==> config.mk <==
export PLATFORM = sky130hd
export DESIGN_NAME = gpiolc_top
export DESIGN_NICKNAME = d
export VERILOG_FILES = /design/src/design/gpiolc_pkg.sv /design/src/design/gpiolc_top.sv
export SDC_FILE = /design/constraint.sdc
export NUM_CORES = 1
export LEC_CHECK = 0
export ABC_AREA = 1
export ABC_CLOCK_PERIOD_IN_PS = 21500
export BUFFER_PORTS_ARGS = -buffer_cell sky130_fd_sc_hd__buf_2
export CORE_AREA = 2 2 255 257
export CTS_CLUSTER_DIAMETER = 60
export DETAILED_ROUTE_END_ITERATION = 12
export DIE_AREA = 0 0 257 259
export MAX_ROUTING_LAYER = met4
export PLACE_DENSITY_LB_ADDON = 0.05
export SKIP_LAST_GASP = 1
export SLEW_MARGIN = 20
export SYNTH_ARGS = -nofsm -noshare
export SYNTH_HDL_FRONTEND = slang
export SYNTH_SLANG_ARGS = --single-unit
==> constraint.sdc <==
create_clock -name core_clk -period 21.5 [get_ports core_clk]
set_clock_uncertainty 0.1 [all_clocks]
set_input_delay 2.15 -clock core_clk [delete_from_list [all_inputs] [get_ports core_clk]]
set_output_delay 2.15 -clock core_clk [all_outputs]
set_load 0.01 [all_outputs]
==> src/design/gpiolc_pkg.sv <==
package gpiolc_pkg;

    // ------------------------------------------------------------
    // sizes and reset values
    // ------------------------------------------------------------
    localparam int          GPIOLC_LINES   = 32;
    localparam logic [31:0] GPIOLC_ZERO    = 32'h0000_0000;
    localparam logic [31:0] GPIOLC_OWN_RST = 32'hFFFF_FFFF;
    localparam logic [1:0]  GPIOLC_RST_INI = 2'h0;
    localparam logic        GPIOLC_BIT0    = 1'h0;

    typedef logic [GPIOLC_LINES-1:0] gpiolc_word_t;

    // ------------------------------------------------------------
    // one-cycle write strobes, all qualified by wr_data
    // ------------------------------------------------------------
    typedef struct packed {
        logic ctrl_own_enable;
        logic ctrl_own_disable;
        logic periph_a_select_set;
        logic periph_b_select_set;
        logic drive_enable_set;
        logic drive_enable_clear;
        logic out_level_set;
        logic out_level_clear;
        logic out_level_write;
        logic direct_write_mask_set;
        logic direct_write_mask_clear;
        logic open_drain_set;
        logic open_drain_clear;
        logic deglitch_set;
        logic deglitch_clear;
        logic change_irq_enable;
        logic change_irq_disable;
    } gpiolc_wr_s;

    // ------------------------------------------------------------
    // peripheral drive request for all lines
    // ------------------------------------------------------------
    typedef struct packed {
        gpiolc_word_t level;
        gpiolc_word_t enable;
    } gpiolc_drive_s;

endpackage

==> src/design/gpiolc_top.sv <==
`timescale 1ns/1ps

// What this block does
// - a-select write clears, b-select write sets selection; 0 is A, 1 is B.
// - selection steers only output and enable; peripherals always see pin.
// - selection resets to A; lines still reset owned by the controller.
// - selection writes ignore ownership; handover also needs own disable.
// - peripheral-owned line takes drive and enable from selected peripheral.
// - drive enable writes set or clear per-line output enable status.
// - level set/clear writes set or clear the driven output level status.
// - enable and level writes update status even while a peripheral owns pin.
// - direct level write changes only bits whose write mask bit is set.
// - direct write mask resets to all zeros.
// - open-drain set/clear ignores owner; such lines only drive low.
// - open-drain status resets to all zeros.
// - pin level status returns sampled level of every line.
// - with clock stopped, pin level status holds the last sampled levels.
// - filter rejects short glitches, accepts pulses of two cycles or more.
// - filter adds at most one cycle of latency.
// - deglitch set/clear writes set or clear per-line filter status.
// - filter only affects pin level status and change detection.
// - irq enable/disable writes set or clear the change irq mask.
// - change found by comparing two successive samples, for every line.
// - change sets status bit; irq output is OR of masked status bits.
// - reading change status clears all old bits; a change in the same cycle stays set.
// - own enable/disable writes set or clear ownership; 1 is controller.
module gpiolc_top
    import gpiolc_pkg::*;
#(
    parameter gpiolc_word_t OWN_RESET = GPIOLC_OWN_RST
) (
    // clock and reset
    input  wire logic                    core_clk,
    input  wire logic                    core_clk_en,
    input  wire logic                    rst_n,
    // software writes and status read
    input  wire gpiolc_pkg::gpiolc_wr_s  wr_cmd,
    input  wire gpiolc_pkg::gpiolc_word_t wr_data,
    input  wire logic                    irq_status_rd,
    // status
    output logic [31:0]                  ctrl_own_status,
    output logic [31:0]                  periph_select_status,
    output logic [31:0]                  drive_enable_status,
    output logic [31:0]                  out_level_status,
    output logic [31:0]                  direct_write_mask_status,
    output logic [31:0]                  open_drain_status,
    output logic [31:0]                  deglitch_status,
    output logic [31:0]                  change_irq_mask,
    output logic [31:0]                  change_irq_status,
    output logic [31:0]                  pin_level_status,
    output logic                         change_irq,
    // peripherals
    input  wire gpiolc_pkg::gpiolc_drive_s periph_a_drive,
    input  wire gpiolc_pkg::gpiolc_drive_s periph_b_drive,
    output logic [31:0]                  periph_a_in,
    output logic [31:0]                  periph_b_in,
    // pins
    input  wire logic [31:0]             pin_in,
    output logic [31:0]                  pin_out,
    output logic [31:0]                  pin_oe
);
    import gpiolc_pkg::*;

    // ------------------------------------------------------------
    // set/clear helper
    // ------------------------------------------------------------
    function automatic gpiolc_word_t setclr(gpiolc_word_t q, logic s,
                                            logic c, gpiolc_word_t d);
        gpiolc_word_t r;
        r = q;
        if (c) begin
            r = r & ~d;
        end
        if (s) begin
            r = r | d;
        end
        return r;
    endfunction

    // ------------------------------------------------------------
    // reset release
    // ------------------------------------------------------------
    logic [1:0] rst_pipe_q;
    logic       rst_sync_n;

    always_ff @(posedge core_clk or negedge rst_n) begin
        if (!rst_n) begin
            rst_pipe_q <= GPIOLC_RST_INI;
        end else begin
            rst_pipe_q <= {rst_pipe_q[0], 1'b1};
        end
    end
    assign rst_sync_n = rst_pipe_q[1];

    // ------------------------------------------------------------
    // configuration status
    // ------------------------------------------------------------
    gpiolc_word_t own_q, sel_q, drv_q, lvl_q, owm_q, od_q, dg_q, imr_q;
    gpiolc_word_t lvl_d;

    always_ff @(posedge core_clk or negedge rst_sync_n) begin
        if (!rst_sync_n) begin
            own_q <= OWN_RESET;
            sel_q <= GPIOLC_ZERO;
        end else if (core_clk_en) begin
            own_q <= setclr(own_q, wr_cmd.ctrl_own_enable,
                            wr_cmd.ctrl_own_disable, wr_data);
            sel_q <= setclr(sel_q, wr_cmd.periph_b_select_set,
                            wr_cmd.periph_a_select_set,
                            wr_data);
        end
    end

    always_ff @(posedge core_clk or negedge rst_sync_n) begin
        if (!rst_sync_n) begin
            drv_q <= GPIOLC_ZERO;
            od_q  <= GPIOLC_ZERO;
            owm_q <= GPIOLC_ZERO;
        end else if (core_clk_en) begin
            drv_q <= setclr(drv_q, wr_cmd.drive_enable_set,
                            wr_cmd.drive_enable_clear, wr_data);
            od_q  <= setclr(od_q, wr_cmd.open_drain_set,
                            wr_cmd.open_drain_clear, wr_data);
            owm_q <= setclr(owm_q, wr_cmd.direct_write_mask_set,
                            wr_cmd.direct_write_mask_clear, wr_data);
        end
    end

    // direct write first, then set and clear strobes on top
    always_comb begin
        lvl_d = lvl_q;
        if (wr_cmd.out_level_write) begin
            lvl_d = (lvl_q & ~owm_q) | (wr_data & owm_q);
        end
        lvl_d = setclr(lvl_d, wr_cmd.out_level_set,
                       wr_cmd.out_level_clear, wr_data);
    end

    always_ff @(posedge core_clk or negedge rst_sync_n) begin
        if (!rst_sync_n) begin
            lvl_q <= GPIOLC_ZERO;
        end else if (core_clk_en) begin
            lvl_q <= lvl_d;
        end
    end

    always_ff @(posedge core_clk or negedge rst_sync_n) begin
        if (!rst_sync_n) begin
            dg_q  <= GPIOLC_ZERO;
            imr_q <= GPIOLC_ZERO;
        end else if (core_clk_en) begin
            dg_q  <= setclr(dg_q, wr_cmd.deglitch_set,
                            wr_cmd.deglitch_clear, wr_data);
            imr_q <= setclr(imr_q, wr_cmd.change_irq_enable,
                            wr_cmd.change_irq_disable, wr_data);
        end
    end

    // ------------------------------------------------------------
    // pin drive
    // ------------------------------------------------------------
    gpiolc_word_t src_lvl, src_en;

    always_comb begin
        src_lvl = (sel_q & periph_b_drive.level)
                | (~sel_q & periph_a_drive.level);
        src_en  = (sel_q & periph_b_drive.enable)
                | (~sel_q & periph_a_drive.enable);
        src_lvl = (own_q & lvl_q) | (~own_q & src_lvl);
        src_en  = (own_q & drv_q) | (~own_q & src_en);
    end

    always_ff @(posedge core_clk or negedge rst_sync_n) begin
        if (!rst_sync_n) begin
            pin_out <= GPIOLC_ZERO;
            pin_oe  <= GPIOLC_ZERO;
        end else if (core_clk_en) begin
            // open-drain lines drive low only, else release
            pin_out <= src_lvl & ~od_q;
            pin_oe  <= src_en & ~(od_q & src_lvl);
        end
    end

    // ------------------------------------------------------------
    // input sampling, filtering and change detection
    // ------------------------------------------------------------
    gpiolc_word_t sync1_q, sync2_q, sync3_q, stable_q, stable_prev_q;
    gpiolc_word_t stable_d, filt_d, chg, isr_d;

    // a change counts once second and third stage agree
    assign stable_d = (sync2_q & ~(sync2_q ^ sync3_q))
                    | (stable_q & (sync2_q ^ sync3_q));

    always_ff @(posedge core_clk or negedge rst_sync_n) begin
        if (!rst_sync_n) begin
            sync1_q       <= GPIOLC_ZERO;
            sync2_q       <= GPIOLC_ZERO;
            sync3_q       <= GPIOLC_ZERO;
            stable_q      <= GPIOLC_ZERO;
            stable_prev_q <= GPIOLC_ZERO;
        end else if (core_clk_en) begin
            sync1_q       <= pin_in;
            sync2_q       <= sync1_q;
            sync3_q       <= sync2_q;
            stable_q      <= stable_d;
            stable_prev_q <= stable_q;
        end
    end

    // filtered lines follow only a level held for two samples
    assign filt_d = (~dg_q & stable_q)
                  | (dg_q & ~(stable_q ^ stable_prev_q) & stable_q)
                  | (dg_q & (stable_q ^ stable_prev_q)
                     & pin_level_status);
    assign chg    = filt_d ^ pin_level_status;
    assign isr_d  = (irq_status_rd ? GPIOLC_ZERO : change_irq_status)
                  | chg;

    always_ff @(posedge core_clk or negedge rst_sync_n) begin
        if (!rst_sync_n) begin
            pin_level_status  <= GPIOLC_ZERO;
            change_irq_status <= GPIOLC_ZERO;
            change_irq        <= GPIOLC_BIT0;
            periph_a_in       <= GPIOLC_ZERO;
            periph_b_in       <= GPIOLC_ZERO;
        end else if (core_clk_en) begin
            pin_level_status  <= filt_d;
            change_irq_status <= isr_d;
            change_irq        <= |(isr_d & imr_q);
            periph_a_in       <= stable_q;
            periph_b_in       <= stable_q;
        end
    end

    // ------------------------------------------------------------
    // status outputs
    // ------------------------------------------------------------
    assign ctrl_own_status          = own_q;
    assign periph_select_status     = sel_q;
    assign drive_enable_status      = drv_q;
    assign out_level_status         = lvl_q;
    assign direct_write_mask_status = owm_q;
    assign open_drain_status        = od_q;
    assign deglitch_status          = dg_q;
    assign change_irq_mask          = imr_q;

    // ------------------------------------------------------------
    // checks
    // ------------------------------------------------------------
    a_sel_b_write: assert property (
        @(posedge core_clk) disable iff (!rst_sync_n)
        (core_clk_en && wr_cmd.periph_b_select_set)
        |=> ((periph_select_status & $past(wr_data)) == $past(wr_data)))
        else $error("b-select write did not set selection");

    a_mask_direct: assert property (
        @(posedge core_clk) disable iff (!rst_sync_n)
        (core_clk_en && wr_cmd.out_level_write && !wr_cmd.out_level_set
         && !wr_cmd.out_level_clear)
        |=> (((out_level_status ^ $past(out_level_status))
              & ~$past(owm_q)) == GPIOLC_ZERO))
        else $error("direct write changed an unmasked line");

    a_od_never_high: assert property (
        @(posedge core_clk) disable iff (!rst_sync_n)
        core_clk_en |=> ((pin_oe & pin_out & $past(od_q)) == GPIOLC_ZERO))
        else $error("open-drain line driven high");

    a_ctrl_drive_en: assert property (
        @(posedge core_clk) disable iff (!rst_sync_n)
        core_clk_en |=> (((pin_oe ^ $past(drv_q)) & $past(own_q)
                          & ~$past(od_q)) == GPIOLC_ZERO))
        else $error("owned line enable differs from drive status");

    a_read_clears: assert property (
        @(posedge core_clk) disable iff (!rst_sync_n)
        (core_clk_en && irq_status_rd)
        |=> ((change_irq_status & ~$past(chg)) == GPIOLC_ZERO))
        else $error("status read left old bits set");

    a_change_kept: assert property (
        @(posedge core_clk) disable iff (!rst_sync_n)
        (core_clk_en && chg != GPIOLC_ZERO)
        |=> ((change_irq_status & $past(chg)) == $past(chg)))
        else $error("detected change lost");

    a_irq_or_mask: assert property (
        @(posedge core_clk) disable iff (!rst_sync_n)
        core_clk_en |=> (change_irq
                         == |(change_irq_status & $past(imr_q))))
        else $error("irq output not OR of masked status");

    a_freeze_level: assert property (
        @(posedge core_clk) disable iff (!rst_sync_n)
        !core_clk_en |=> $stable(pin_level_status))
        else $error("pin level changed with clock stopped");

    a_periph_in: assert property (
        @(posedge core_clk) disable iff (!rst_sync_n)
        core_clk_en |=> (periph_a_in == $past(stable_q)
                         && periph_b_in == $past(stable_q)))
        else $error("peripheral input not the unfiltered level");

endmodule

# Word level (Yosys, flattened, before mapping)
# Cells that the tools add are included.
dict set report word_totals {
  word_cells 103
  regBits 547
  output_inout_bits 449
  input_bits 213
}
dict set report op_classes {
  n_mux 25
  n_reduce_logical 1
  n_bitwise 58
}
# op count
set ops {}
lappend ops {{32-bit bitwise AND} 29}
lappend ops {{32-bit two-way mux} 25}
lappend ops {{32-bit OR} 17}
lappend ops {{32-bit inverter} 9}
lappend ops {{32-bit XOR} 3}
lappend ops {{32-bit OR reduction} 1}

# Logic depth before layout (Yosys ltp)
dict set report logic_depth {
  word_depth 10
  mapped_depth 15
  ltp_nobuf 14
}

# Worst setup path before layout
# Ideal clock, no wire load.
dict set report synth_timing {
  kind {input port to flip-flop}
  from {input core_clk_en}
  to {register imr_q[10], in the netlist change_irq_mask[10]}
  required_ns 21.267
  path_stages 6
  setup_slack_ns 18.223
  t_arrival_ns 3.044
  path_buffers 3
  setup_ns 0.133
  path_cell_list {buf_2 > buf_2 > buf_2 > nand2_1 > o21ai_0 > o21ai_0}
}
# element line_no
set synth_lines {}
lappend synth_lines {{start: declaration} gpiolc_top.sv:34} ;# input wire logic core_clk_en,
lappend synth_lines {{end signal: assignment} gpiolc_top.sv:154} ;# imr_q <= setclr(imr_q, wr_cmd.change_irq_enable,
lappend synth_lines {{end: declaration} gpiolc_top.sv:98} ;# gpiolc_word_t own_q, sel_q, drv_q, lvl_q, owm_q, od_q, dg_q, imr_q;

==> flow_summary.yaml <==
timing:
  finalMaxSlewViolations: 0
  hold_viol_final: 0
  fin_crit_ns: 5.01
  worst_pin_slew_ns: 1.21
  setup_viol_count_final: 0
  setup_tns_ns: 0
  min_period_over_period_pct: 23.3
  max_freq_mhz: 199
  hold_slack_ns: 0.216
  slew_headroom_pct: 19.5
  grt_setup_unrepaired: "no"
synth:
  postSynthAreaPerCell_um2: 8.23
  synth.net_count: 3244
  netlist_instances: 3031
  ys_warn_count: 0
  synth_area_um2: 25000
  ys_seq_elements: 547
  synth_cell_types: 23
  synth_seq_area_share_pct: 55.0
clock_network:
  htreeDepth: 3
  clk_pin_slew_ns: 0.06
  holdBufCountCts: 0
  postCtsSetupBuffers: 0
  cts_buffers: 66
  cts_tree: "done"
  cts-resized-gates: 0
  clockBufferDepth: 3
  cts-root-buf: "clkbuf_16"
  clock_latency_ns: 0.60
  cts.sinks: 547
run:
  cap_violations: 0
routing:
  met2_length_um: 47800
  wl_met1_um: 38600
  ant_nets: 0
  drt_iter0_drc: 1870
  drtPass1Iterations: 6
  route.detailed.drc: 0
  routed_wl_um: 96400
  wl_met3_um: 7370
  highest_layer: "met4"
  vias: 23859
  wire_per_inst_um: 21.3
  routed_via_density: 5.26
setup_path:
  crit_path_end_kind: "register"
  path_buf_inv: 4
  reg2reg_from: "rst_pipe_q[1]"
  cpPeakStageDelay_ns: 0.89
  cp_slowest_cell: "buf_4"
  critPathLaunchType: "input pin"
  arrival_ns: 5.43
  crit_top_cell: "buf_4"
  r2r_cells: 2
  crit_path_max_fanout: 98
  crit_type: "input pin to register"
  cpLargestDelayFamily: "buffers and inverters"
  rrSetupSlack_ns: 18.91
  crit_required_ns: 21.91
  cp_cell_sequence: "buf_8 > buf_4 > buf_4 > buf_4 > nand2_1 > a21oi_1"
  r2r_end: "pin_oe[31]"
floorplanning:
  initial_core_util_pct: 39.1
  rows: 93
  die_h_um: 259
  die_x_um: 257
  dieArea_um2: 66600
  core_um2: 63900
  io_pins: 662
final_layout:
  n_fill_cell: 6317
  utilization_pct: 48.5
  design_area_um2: 31000
  syn2layout_area_growth_pct: 24.3
  drive_above_1_share_pct: 22.6
  final_nets: 3832
power:
  p_per_area_nw_per_um2: 99.5
  fin_total_pwr_w: 0.00308
  irDropWorstVdd_mv: 0.0556
  power.leakage_nw: 16.0
min_path:
  min_path_type: "register to async pin"
placement:
  io_buffers: 661
  dpl_cell_area_um2: 28800
  dp_hpwl_um: 67900
  gp_congestion: 0.917
global_routing:
  grt_overflow: 0
  grt_usage_pct: 29.2
  antenna_found_initial: 8
  grt_max_degree: 168
  grt_pass1_vias: 22931
  grt_pass1_wl_um: 144000
run_status:
  status: "finished, final reports clean"
[worst max path at each step]
stage	depth (start not counted)	from	endpoint
floorplan	0	rst_pipe_q[1]	async pin
global placement	6	core_clk_en	register
finish	6	core_clk_en	register
CTS	6	core_clk_en	register
global route	6	core_clk_en	register
detailed placement	6	core_clk_en	register
[metal layers]
metal | GRT usage, % | up-vias
li1 | - | 11183
met1 | 34.9 | 11711
met2 | 48.3 | 821
met3 | 7.31 | 144
met4 | 9.16 | 0
met5 | - | -
[kinds of logic after synthesis]
group	share of synthesized area, %
buffers and inverters	7.95
other	0.0150
and+or+nand+nor	16.2
AOI/OAI and AO/OA	20.8
DFF	55.0
[cells in the mapped netlist, drive strengths merged]
cell type	n	area (um^2)
nand2	835	3130
o21ai	549	2750
dfrtp	515	12900
inv	322	1210
a21oi	220	1100
nor2	142	533
clkbuf	95	357
buf	66	419
o31ai	64	480
nand3	55	275
a31oi	32	200
dfstp	32	841
o22ai	31	194
a32oi	28	245
o211ai	28	210
nand3b	13	97.6
nor3	2	10.0
a211oi	1	7.51
conb	1	3.75
[cell usage in the layout, fill, tap and decap left out, types with 18 or more instances in the layout]
master / n
o211ai_1: 28
nor2_1: 140
o21ai_0: 549
a21oi_1: 220
clkbuf_1: 21
a32oi_1: 28
buf_2: 660
clkbuf_16: 71
o22ai_1: 31
inv_1: 309
a31oi_1: 32
dfstp_2: 32
dfrtp_1: 514
nand3_1: 55
nand2_1: 832
buf_4: 18
o31ai_1: 64
[area by class of cell]
type | instances | area (um^2) | share of cell area [%]
multi-input cells | 2001 | 9260 | 29.9
well taps | 855 | 1070 | 3.45
repair buffers | 681 | 3480 | 11.2
clock inverters | 12 | 166 | 0.537
flip-flops and latches | 547 | 13700 | 44.3
inverters | 322 | 1220 | 3.92
diodes | 8 | 20.0 | 0.0645
clock buffers | 107 | 2060 | 6.65
[stage by stage]
stage | setup slack (ns) | cells
detailed placement | 15.91 | 4406
global route | 16.17 | 4532
CTS | 16.55 | 4525
finish | 16.49 | 4533
floorplan | 5.08 | 3031
global placement | 15.93 | 4406
[power breakdown]
part | leakage, nW | switching, W | total (W) | internal [W]
registers | 6.64 | 0.000153 | 0.00133 | 0.00118
clock network | 1.09 | 0.000444 | 0.00115 | 0.000703
logic | 8.23 | 0.000392 | 0.000603 | 0.000211
(Power assumes the default switching activity.)
